==> config.mk <==
export PLATFORM = sky130hd
export DESIGN_NAME = fnars_top
export DESIGN_NICKNAME = d
export VERILOG_FILES = /design/src/fnars_sync.v /design/src/fnars_top.v
export VERILOG_INCLUDE_DIRS = /design/src
export SDC_FILE = /design/constraint.sdc
export NUM_CORES = 1
export LEC_CHECK = 0
export BUFFER_PORTS_ARGS = -buffer_cell sky130_fd_sc_hd__buf_4
export CAP_MARGIN = 20
export CORE_MARGIN = 1.5
export CORE_UTILIZATION = 45
export DETAILED_ROUTE_END_ITERATION = 10
export GPL_ROUTABILITY_DRIVEN = 0
export GPL_TIMING_DRIVEN = 0
export PLACE_DENSITY = 0.78
export SYNTH_ARGS = -nofsm -noshare
export SYNTH_HDL_FRONTEND = slang
export SYNTH_SLANG_ARGS = --single-unit
==> constraint.sdc <==
create_clock -name i_clk -period 2.75 [get_ports i_clk]
set_input_delay 0.55 -clock i_clk [delete_from_list [all_inputs] [get_ports i_clk]]
set_output_delay 0.55 -clock i_clk [all_outputs]
set_load 0.01 [all_outputs]
==> src/fnars_map.vh <==
// Constants for the fieldbus node address and rate selector.
// Assumes a 40 MHz system clock and 32-bit APB register access.
`ifndef FNARS_MAP_VH
`define FNARS_MAP_VH

// ----------------------------------------------------------------
// Register byte offsets
// ----------------------------------------------------------------
`define FNARS_OFF_STAGE_ADDR  12'h000
`define FNARS_OFF_STAGE_RATE  12'h004
`define FNARS_OFF_CONTROL     12'h008
`define FNARS_OFF_STATUS      12'h00c
`define FNARS_OFF_SWITCHES    12'h010

// ----------------------------------------------------------------
// Field positions
// ----------------------------------------------------------------
`define FNARS_CTL_SAVE_BIT     0
`define FNARS_CTL_RESTART_BIT  1
`define FNARS_ST_RATE_LSB      8
`define FNARS_ST_ADDR_SRC_BIT  16
`define FNARS_ST_RATE_SRC_BIT  17
`define FNARS_ST_VALID_BIT     31
`define FNARS_SW_UNITS_LSB     0
`define FNARS_SW_TENS_LSB      4
`define FNARS_SW_RATE_LSB      8

// ----------------------------------------------------------------
// Values and reset values
// ----------------------------------------------------------------
`define FNARS_ADDR_MAX         7'h3f
`define FNARS_RATE_MAX         4'h2
`define FNARS_RATE_125K        2'h0
`define FNARS_RATE_250K        2'h1
`define FNARS_RATE_500K        2'h2
`define FNARS_RST_STAGE_ADDR   6'h3f
`define FNARS_RST_STAGE_RATE   2'h0

// ----------------------------------------------------------------
// Timing
// ----------------------------------------------------------------
`define FNARS_CLK_MHZ          40
`define FNARS_SETTLE_NS        200
`define FNARS_SETTLE_CYC       ((`FNARS_SETTLE_NS * `FNARS_CLK_MHZ + 999) / 1000)

`endif

==> src/fnars_sync.v <==
// Two-flop synchroniser for a vector of slow, quasi-static pin levels.
// Assumes every bit is a level that stays put for many clock cycles.
`default_nettype none

module fnars_sync #(
  parameter W = 12
) (
  // Clock and reset
  input  wire         i_clk,
  input  wire         i_rst_n,
  // Pin side
  input  wire [W-1:0] i_async,
  // Synchronised side
  output wire [W-1:0] o_sync
);

  reg [W-1:0] meta_reg;
  reg [W-1:0] sync_reg;

  always @(posedge i_clk or negedge i_rst_n)
  begin
    if (!i_rst_n)
    begin
      meta_reg <= {W{1'b0}};
      sync_reg <= {W{1'b0}};
    end
    else
    begin
      meta_reg <= i_async;
      sync_reg <= meta_reg;
    end
  end

  assign o_sync = sync_reg;

endmodule // fnars_sync

`default_nettype wire

==> src/fnars_top.v <==
// Node address and bit rate selector for a fieldbus expansion card.
// Assumes rotary switches on pins, a same-clock nonvolatile store and an APB master.
//
// The APB slave port and the address map were left to the implementer.
`include "fnars_map.vh"
`default_nettype none

module fnars_top (
  // Clock and reset
  input  wire        i_clk,
  input  wire        i_rst_n,
  // APB slave
  input  wire        i_psel,
  input  wire        i_penable,
  input  wire        i_pwrite,
  input  wire [11:0] i_paddr,
  input  wire [31:0] i_pwdata,
  output wire        o_pready,
  output reg  [31:0] o_prdata,
  output reg         o_pslverr,
  // Rotary switches (pins)
  input  wire [3:0]  i_tens_switch,
  input  wire [3:0]  i_units_switch,
  input  wire [3:0]  i_rate_switch,
  // Nonvolatile parameter store
  input  wire [5:0]  i_nv_addr,
  input  wire [1:0]  i_nv_rate,
  output reg         o_nv_save,
  output reg  [5:0]  o_nv_addr,
  output reg  [1:0]  o_nv_rate,
  // Fieldbus controller
  output reg  [5:0]  o_node_addr,
  output reg  [1:0]  o_rate_code,
  output reg         o_cfg_valid
);

  // ----------------------------------------------------------------
  // Helpers
  // ----------------------------------------------------------------
  // A digit above nine is no decimal digit; forcing 127 sends it to storage
  // and keeps two large digits from wrapping the 7-bit sum back into range
  function [6:0] fnars_bcd;
    input [3:0] tens;
    input [3:0] units;
    begin
      if (tens > 4'h9 || units > 4'h9)
        fnars_bcd = 7'h7f;
      else
        fnars_bcd = {tens, 3'h0} + {2'h0, tens, 1'h0} + {3'h0, units};
    end
  endfunction

  function fnars_rate_ok;
    input [3:0] code;
    begin
      fnars_rate_ok = (code <= `FNARS_RATE_MAX);
    end
  endfunction

  // ----------------------------------------------------------------
  // Switch synchronisation
  // ----------------------------------------------------------------
  wire [11:0] sw_sync;

  fnars_sync #(
    .W (12)
  ) u_sync (
    .i_clk   (i_clk),
    .i_rst_n (i_rst_n),
    .i_async ({i_rate_switch, i_tens_switch, i_units_switch}),
    .o_sync  (sw_sync)
  );

  wire [3:0] units_s  = sw_sync[`FNARS_SW_UNITS_LSB +: 4];
  wire [3:0] tens_s   = sw_sync[`FNARS_SW_TENS_LSB +: 4];
  wire [3:0] rate_s   = sw_sync[`FNARS_SW_RATE_LSB +: 4];
  wire [6:0] sw_value = fnars_bcd(tens_s, units_s);
  wire       addr_use_stored = (sw_value > `FNARS_ADDR_MAX);
  wire       rate_use_stored = !fnars_rate_ok(rate_s);

  // ----------------------------------------------------------------
  // Start-up latch sequencer
  // ----------------------------------------------------------------
  localparam [1:0] ST_SETTLE = 2'h0;
  localparam [1:0] ST_LATCH  = 2'h1;
  localparam [1:0] ST_RUN    = 2'h2;
  localparam integer SETTLE_I = `FNARS_SETTLE_CYC;
  localparam [7:0] SETTLE_N  = SETTLE_I[7:0];

  reg [1:0] state_reg;
  reg [1:0] state_next;
  reg [7:0] cnt_reg;
  reg       restart_req;
  reg       addr_src_reg;
  reg       rate_src_reg;

  always @*
  begin
    state_next = state_reg;
    case (state_reg)
      ST_SETTLE:
        if (cnt_reg == 8'h00)
          state_next = ST_LATCH;
      ST_LATCH:
        state_next = ST_RUN;
      ST_RUN:
        if (restart_req)
          state_next = ST_SETTLE;
      default:
        state_next = ST_SETTLE;
    endcase
  end

  // Waiting lets the synchroniser fill with real switch levels first
  always @(posedge i_clk or negedge i_rst_n)
  begin
    if (!i_rst_n)
    begin
      state_reg    <= ST_SETTLE;
      cnt_reg      <= SETTLE_N;
      o_node_addr  <= 6'h00;
      o_rate_code  <= `FNARS_RATE_125K;
      o_cfg_valid  <= 1'b0;
      addr_src_reg <= 1'b0;
      rate_src_reg <= 1'b0;
    end
    else
    begin
      state_reg <= state_next;
      if (state_reg == ST_SETTLE && cnt_reg != 8'h00)
        cnt_reg <= cnt_reg - 8'h01;
      if (state_next == ST_SETTLE && state_reg == ST_RUN)
      begin
        cnt_reg     <= SETTLE_N;
        o_cfg_valid <= 1'b0;
      end
      if (state_reg == ST_LATCH)
      begin
        o_cfg_valid  <= 1'b1;
        addr_src_reg <= addr_use_stored;
        rate_src_reg <= rate_use_stored;
        if (addr_use_stored)
          o_node_addr <= i_nv_addr;
        else
          o_node_addr <= sw_value[5:0];
        if (!rate_use_stored)
          o_rate_code <= rate_s[1:0];
        else if (fnars_rate_ok({2'h0, i_nv_rate}))
          o_rate_code <= i_nv_rate;
        else
          o_rate_code <= `FNARS_RATE_125K;
      end
    end
  end

  // ----------------------------------------------------------------
  // APB register file
  // ----------------------------------------------------------------
  reg  [5:0] stage_addr_reg;
  reg  [1:0] stage_rate_reg;
  wire       setup_ph  = i_psel && !i_penable;
  wire       access_ph = i_psel && i_penable;
  wire       wr_en     = access_ph && i_pwrite && !o_pslverr;

  assign o_pready = 1'b1;

  // Staged writes are refused unless the switches defer to storage
  reg        err_next;
  reg [31:0] rd_next;
  always @*
  begin
    err_next = 1'b0;
    rd_next  = 32'h0000_0000;
    case (i_paddr)
      `FNARS_OFF_STAGE_ADDR:
      begin
        rd_next  = {26'h0, stage_addr_reg};
        err_next = i_pwrite && (!addr_use_stored ||
                   i_pwdata[31:0] > {25'h0, `FNARS_ADDR_MAX});
      end
      `FNARS_OFF_STAGE_RATE:
      begin
        rd_next  = {30'h0, stage_rate_reg};
        err_next = i_pwrite && (!rate_use_stored ||
                   i_pwdata[31:0] > {28'h0, `FNARS_RATE_MAX});
      end
      `FNARS_OFF_CONTROL:
        rd_next = 32'h0000_0000;
      `FNARS_OFF_STATUS:
      begin
        rd_next[5:0] = o_node_addr;
        rd_next[`FNARS_ST_RATE_LSB +: 2] = o_rate_code;
        rd_next[`FNARS_ST_ADDR_SRC_BIT]  = addr_src_reg;
        rd_next[`FNARS_ST_RATE_SRC_BIT]  = rate_src_reg;
        rd_next[`FNARS_ST_VALID_BIT]     = o_cfg_valid;
        err_next = i_pwrite;
      end
      `FNARS_OFF_SWITCHES:
      begin
        rd_next  = {20'h0, sw_sync};
        err_next = i_pwrite;
      end
      default:
        err_next = 1'b1;
    endcase
  end

  always @(posedge i_clk or negedge i_rst_n)
  begin
    if (!i_rst_n)
    begin
      o_prdata       <= 32'h0000_0000;
      o_pslverr      <= 1'b0;
      stage_addr_reg <= `FNARS_RST_STAGE_ADDR;
      stage_rate_reg <= `FNARS_RST_STAGE_RATE;
      o_nv_save      <= 1'b0;
      o_nv_addr      <= 6'h00;
      o_nv_rate      <= `FNARS_RATE_125K;
      restart_req    <= 1'b0;
    end
    else
    begin
      o_nv_save   <= 1'b0;
      restart_req <= 1'b0;
      if (setup_ph)
      begin
        o_prdata  <= i_pwrite ? 32'h0000_0000 : rd_next;
        o_pslverr <= err_next;
      end
      else if (!i_psel)
        o_pslverr <= 1'b0;
      if (wr_en && i_paddr == `FNARS_OFF_STAGE_ADDR)
        stage_addr_reg <= i_pwdata[5:0];
      if (wr_en && i_paddr == `FNARS_OFF_STAGE_RATE)
        stage_rate_reg <= i_pwdata[1:0];
      if (wr_en && i_paddr == `FNARS_OFF_CONTROL)
      begin
        // Saving only fills storage; the outputs wait for a restart
        if (i_pwdata[`FNARS_CTL_SAVE_BIT])
        begin
          o_nv_save <= 1'b1;
          o_nv_addr <= stage_addr_reg;
          o_nv_rate <= stage_rate_reg;
        end
        if (i_pwdata[`FNARS_CTL_RESTART_BIT])
          restart_req <= 1'b1;
      end
    end
  end

endmodule // fnars_top

`default_nettype wire
Yosys cells after proc, flatten, opt, wreduce, memory -nomap -nowiden
Index checks and enable logic that the tools add are counted.
{"block": "word_totals", "reg_bits": 96, "inputBits": 69, "out_inout_bits": 52, "elab_cells": 86}
{"block": "op_classes", "n_addsub": 3, "order_cmp": 7, "eq_ne": 7, "mux": 25, "reduce_logical": 27}
{"operator": "$gt 32x2->1 const B", "n": 1}
{"operator": "$gt 32x6->1 const B", "n": 1}
{"operator": "$mux 32", "n": 1}
{"operator": "$eq 12x4->1 const B", "n": 2}
{"operator": "$pmux 6 s4", "n": 1}
{"operator": "$mux 8", "n": 2}
{"operator": "$mux 2", "n": 7}
{"operator": "$eq 12x3->1 const B", "n": 1}
{"operator": "$eq 12x5->1 const B", "n": 1}
{"operator": "$logic_not 12->1", "n": 1}
{"operator": "$logic_and 1x1->1", "n": 11}
{"operator": "$mux 1", "n": 9}
{"operator": "$gt 4x4->1 const B", "n": 2}
{"operator": "$logic_not 8->1", "n": 1}
{"operator": "$reduce_bool 8->1", "n": 1}
{"operator": "$sub 8x1->8 const B", "n": 1}
{"operator": "$add 7x4->7", "n": 1}
{"operator": "$add 7x5->7", "n": 1}
{"operator": "$gt 7x6->1 const B", "n": 1}
{"operator": "$mux 7", "n": 1}
{"operator": "$mux 6", "n": 1}
{"operator": "$pmux 2 s3", "n": 1}
{"operator": "$le 4x2->1 const B", "n": 1}
{"operator": "$logic_not 1->1", "n": 4}
{"operator": "11 further kinds", "n": 15}

Longest topological paths before layout
{"block": "logic_depth", "word_depth": 9, "mapped_depth": 8, "mapped_depth_nobuf": 7}

Hierarchy
A second synthesis with hierarchy kept.
{"block": "unflattened", "hier_cells": 307, "area_unflattened_um2": 3535.9}
{"module": "fnars_top", "n_inst": 1, "cells_per_inst": 283, "area_each_um2": 2935.3, "seq_area_each_um2": 1385.1}
{"module": "fnars_sync", "n_inst": 1, "cells_per_inst": 24, "area_each_um2": 600.6, "seq_area_each_um2": 600.6}

Least setup slack after synthesis
OpenSTA, ideal clock, no wires.
{"block": "synth_path", "path_kind": "input-to-reg", "start": "in i_paddr[7]", "end": "reg stage_rate_reg[0]", "setup_ns": 0.125, "arrival_time_ns": 2.529, "required_time_ns": 2.625, "slack_ns": 0.096, "cell_stages": 5, "path_buffers": 1, "cell_sequence": "or4_4 or4_4 buf_6 or4_4 mux2_4"}
{"block": "synth_between", "elab_chain_len": 2}
{"item": "start: declaration", "line_no": "fnars_top.v:16", "text": "input wire [11:0] i_paddr,"}
{"item": "$eq 12x3->1"}
{"item": "$logic_and 1x1->1 (no line)"}
{"item": "end signal: assignment", "line_no": "fnars_top.v:215", "text": "stage_rate_reg <= `FNARS_RST_STAGE_RATE;"}
{"item": "end signal: assignment", "line_no": "fnars_top.v:235", "text": "stage_rate_reg <= i_pwdata[1:0];"}
{"item": "end: declaration", "line_no": "fnars_top.v:160", "text": "reg [1:0] stage_rate_reg;"}
No other way between the ends.
A chain may end at the register's enable or synchronous reset.

Final worst setup path
{"block": "layout_path", "start": "reg u_sync.sync_reg[3] (netlist: u_sync.o_sync[3])", "end": "reg o_node_addr[4]"}
{"block": "layout_between", "elab_chain_len": 5, "elab_cells_between_ends": 6, "cone_classes": "add/sub (1); order compare (2); mux (2); reduce/logical (1)"}
{"item": "start: declaration", "line_no": "fnars_sync.v:18", "text": "reg [W-1:0] sync_reg;"}
{"item": "start signal: assignment", "line_no": "fnars_sync.v:25", "text": "sync_reg <= {W{1'b0}};"}
{"item": "start signal: assignment", "line_no": "fnars_sync.v:30", "text": "sync_reg <= meta_reg;"}
{"item": "branches (longest 2 deep; another with $add 7x4->7)"}
{"item": "$mux 7 (*)", "line_no": "fnars_top.v:46", "text": "if (tens > 4'h9 || units > 4'h9)"}
{"item": "$gt 7x6->1 (no line)"}
{"item": "$mux 6 (*)", "line_no": "fnars_top.v:142", "text": "if (addr_use_stored)"}
{"item": "end signal: assignment", "line_no": "fnars_top.v:143", "text": "o_node_addr <= i_nv_addr;"}
{"item": "end signal: assignment", "line_no": "fnars_top.v:145", "text": "o_node_addr <= sw_value[5:0];"}
{"item": "end: declaration", "line_no": "fnars_top.v:32", "text": "output reg [5:0] o_node_addr,"}
Every way passes the cells marked *.

==> impl_metrics.tcl <==
set metrics [dict create \
    status "complete, no violations" \
    die_h_um 93.6 \
    final_area_sq_um 4850 \
    worst_ep_arrival_time_ps 2880 \
    cp_slowest_stage_delay_ps 550 \
    ys_async_sr_fraction_pct 100 \
    cts.sinks 79 \
    grt_overflow 0 \
    cp_common_cell "fa_1" \
    hp-class "in2reg" \
    fin_crit_sh_pct 95.2 \
    core-area_sq_um 7850 \
    cts_tree "done" \
    drive_gt1_share_pct 37.5 \
    pwr-share-comb_pct 21.6 \
    postLayoutSetupSlackWorst_ps 131 \
    grt_pass1_vias 2897 \
    placedCellCount 542 \
    switchingPower_mw 0.915 \
    report.final.slew_viol_count 0 \
    wirelength_um 8880 \
    drc 0 \
    worst_slew_pin_slew_ps 965 \
    drt-initial-drc-count 154 \
    fin_skew_ps 12.2 \
    synth_area_per_cell_sq_um 11.4 \
    nets 530 \
    synthesis.instances 323 \
    cp_slowest_cell "fa_1" \
    p_int_mw 2.10 \
    min_period_ps 2620 \
    max_freq_mhz 382 \
    dpl.hpwl_um 6760 \
    die_w_um 93.6 \
    initial_core_util_pct 47.1 \
    cts_made_buffers 9 \
    grt_max_degree 80 \
    ys_seq_elements 79 \
    synth.most_common_cell "dfrtp_1" \
    dr.pass1.iters 4 \
    synth_edf_count 0 \
    leakagePower_nw 2.32 \
    power_frac_seq_pct 49.0 \
    vias 2989 \
    crit_type "reg2reg" \
    slew_headroom_pct 35.6 \
    fillers 640 \
    final_core_util_pct 61.9 \
    num_antenna_cells 0 \
    synth_warnings 0 \
    cts.htree.levels 3 \
    io_pins 121 \
    pre_cts_ws_ps -185 \
    grt_antenna_before_repair 0 \
    place_area_sq_um 4640 \
    whs_ps 301 \
    synth.yosys.seq_area_share_pct 53.7 \
    yosysTopAreaCell "dfrtp_1" \
    clk_pin_slew_ps 80 \
    ys_top_cells_by_count "72 x dfrtp_1, 25 x nand2_1, 19 x buf_4" \
    rsz0062_at_grt "no" \
    worstPathCellList "fa_1, fa_1, nand3_1, and4b_1, clkbuf_1, nor3_1, o31ai_1" \
    switching_share_pct 30.4 \
    fin_cells 558 \
    drv_cap 0 \
    vias_per_cell 5.36 \
    detail-route-antenna-nets 0 \
    cts_root_buf "clkbuf_8" \
    portBuffers 101 \
    crit_buf_inv 1 \
    crit_required_ps 3010 \
    rows 32 \
    clock_power_share_pct 29.3 \
    cts_buffer_depth 2 \
    yosysTopAreaCellShare_pct 48.7 \
    setup_violations 0 \
    largest_reg_flops 15 \
    cp_top_family "adder cells" \
    synth_area_sq_um 3700 \
    hold_viol 0 \
    irDropWorstVdd_mv 0.308 \
    synthFlopType "dfrtp_1" \
    dieArea_sq_um 8770 \
    finalPower_mw 3.01 \
    path_max_fanout 8 \
    finalSetupTns_ps 0 \
    gr-usage-all-layers_pct 21.3 \
    cp-end-kind "register" \
    drt-wirelength-per-cell_um 15.9 \
    grt_first_pass_wirelength_um 13900 \
    synth_area_leaders "dfrtp_1 49%, dfstp_2 5.0%, buf_4 3.9%, mux2_2 3.7%, mux2_4 3.2%" \
    startpoint_type "register" \
    synthDistinctLibCells 54 \
    powerDensity_nw_per_um2 620 \
    worstSkewPairLatency_ps 350 \
    areaGrowthSynthToFinish_pct 31.3 \
]
[layout make-up]
type / count / area (sq um) / share of cell area (%)
plain buffers: 29 / 188 / 3.87
inverters: 7 / 26.3 / 0.541
well taps: 102 / 128 / 2.63
clock inverters: 6 / 68.8 / 1.42
clock buffers: 10 / 138 / 2.84
multi-input cells: 224 / 1560 / 32.2
flip-flops and latches: 79 / 1990 / 40.9
repair buffers: 101 / 758 / 15.6
[cells by family after synthesis]
kind of cell | Yosys count | share of synthesized area [%]
buffers and inverters | 36 | 5.79
muxes | 25 | 8.26
xor gates and xnor gates | 2 | 0.474
and+or+nand+nor | 103 | 15.5
DFF | 79 | 53.7
AOI/OAI and AO/OA | 66 | 12.3
adders and majority gates | 10 | 3.79
other | 2 | 0.203
[worst reg2reg max path, delay by kind of cell (launching register included)]
| kind | cells | cell delay (ps) |
|---|---|---|
| AOI/OAI and AO/OA | 1 | 240 |
| and+or+nand+nor | 3 | 500 |
| DFF | 1 | 450 |
| buffers and inverters | 1 | 310 |
| adders and majority gates | 2 | 1030 |
[timing repair]
action,in CTS,in global routing
buffers inserted,0,0
gates resized for setup,0,1
setup endpoints to repair,0,7
hold buffers,0,0
[path summary, 6_finish.rpt]
kind / from / endpoint / slack (ps) / cells after the start
worst min register to register: u_sync.meta_reg[7] / u_sync.o_sync[7] / 350 / 0
worst max register to register: u_sync.o_sync[3] / o_node_addr[4] / 130 / 7
worst min-delay path: i_tens_switch[2] / u_sync.meta_reg[6] / 300 / 1
max in group asynchronous: i_rst_n / o_rate_code[1] / 1780 / 1
min in group asynchronous: i_rst_n / cnt_reg[0] / 350 / 1
worst max-delay path: u_sync.o_sync[3] / o_node_addr[4] / 130 / 7
[power groups by stage]
| stage | clock, mW | sequential [mW] | combinational [mW] |
|---|---|---|---|
| floorplan | 0 | 1.48 | 0.361 |
| global placement | 0 | 1.49 | 0.627 |
| detailed placement | 0 | 1.50 | 0.654 |
| CTS | 0.911 | 1.47 | 0.654 |
| global route | 0.958 | 1.50 | 0.742 |
| finish | 0.884 | 1.48 | 0.651 |
[per-layer routing]
metal	GRT usage, %	share of wire [%]	vias to the layer above
met4	9.20	1.3	0
met1	26.3	41	1424
met3	4.88	8.4	12
met2	35.8	49	132
li1	-	-	1421
met5	0	0	-
[layout by cell type (no fill, tap or decap), types with 6 or more instances in the layout]
master    instances
buf_4           120
dfrtp_1          72
nand2_1          25
nor2_1           18
o21ai_0          18
conb_1           18
nor4_1           12
mux2_2           12
nand3_1          11
clkbuf_8         10
clkbuf_1          9
a21oi_1           8
mux2_4            8
ha_1              8
inv_1             7
dfstp_2           7
nand2b_1          6
a22o_1            6
nor3_1            6
Note: power is estimated with default switching activity, not from simulation.
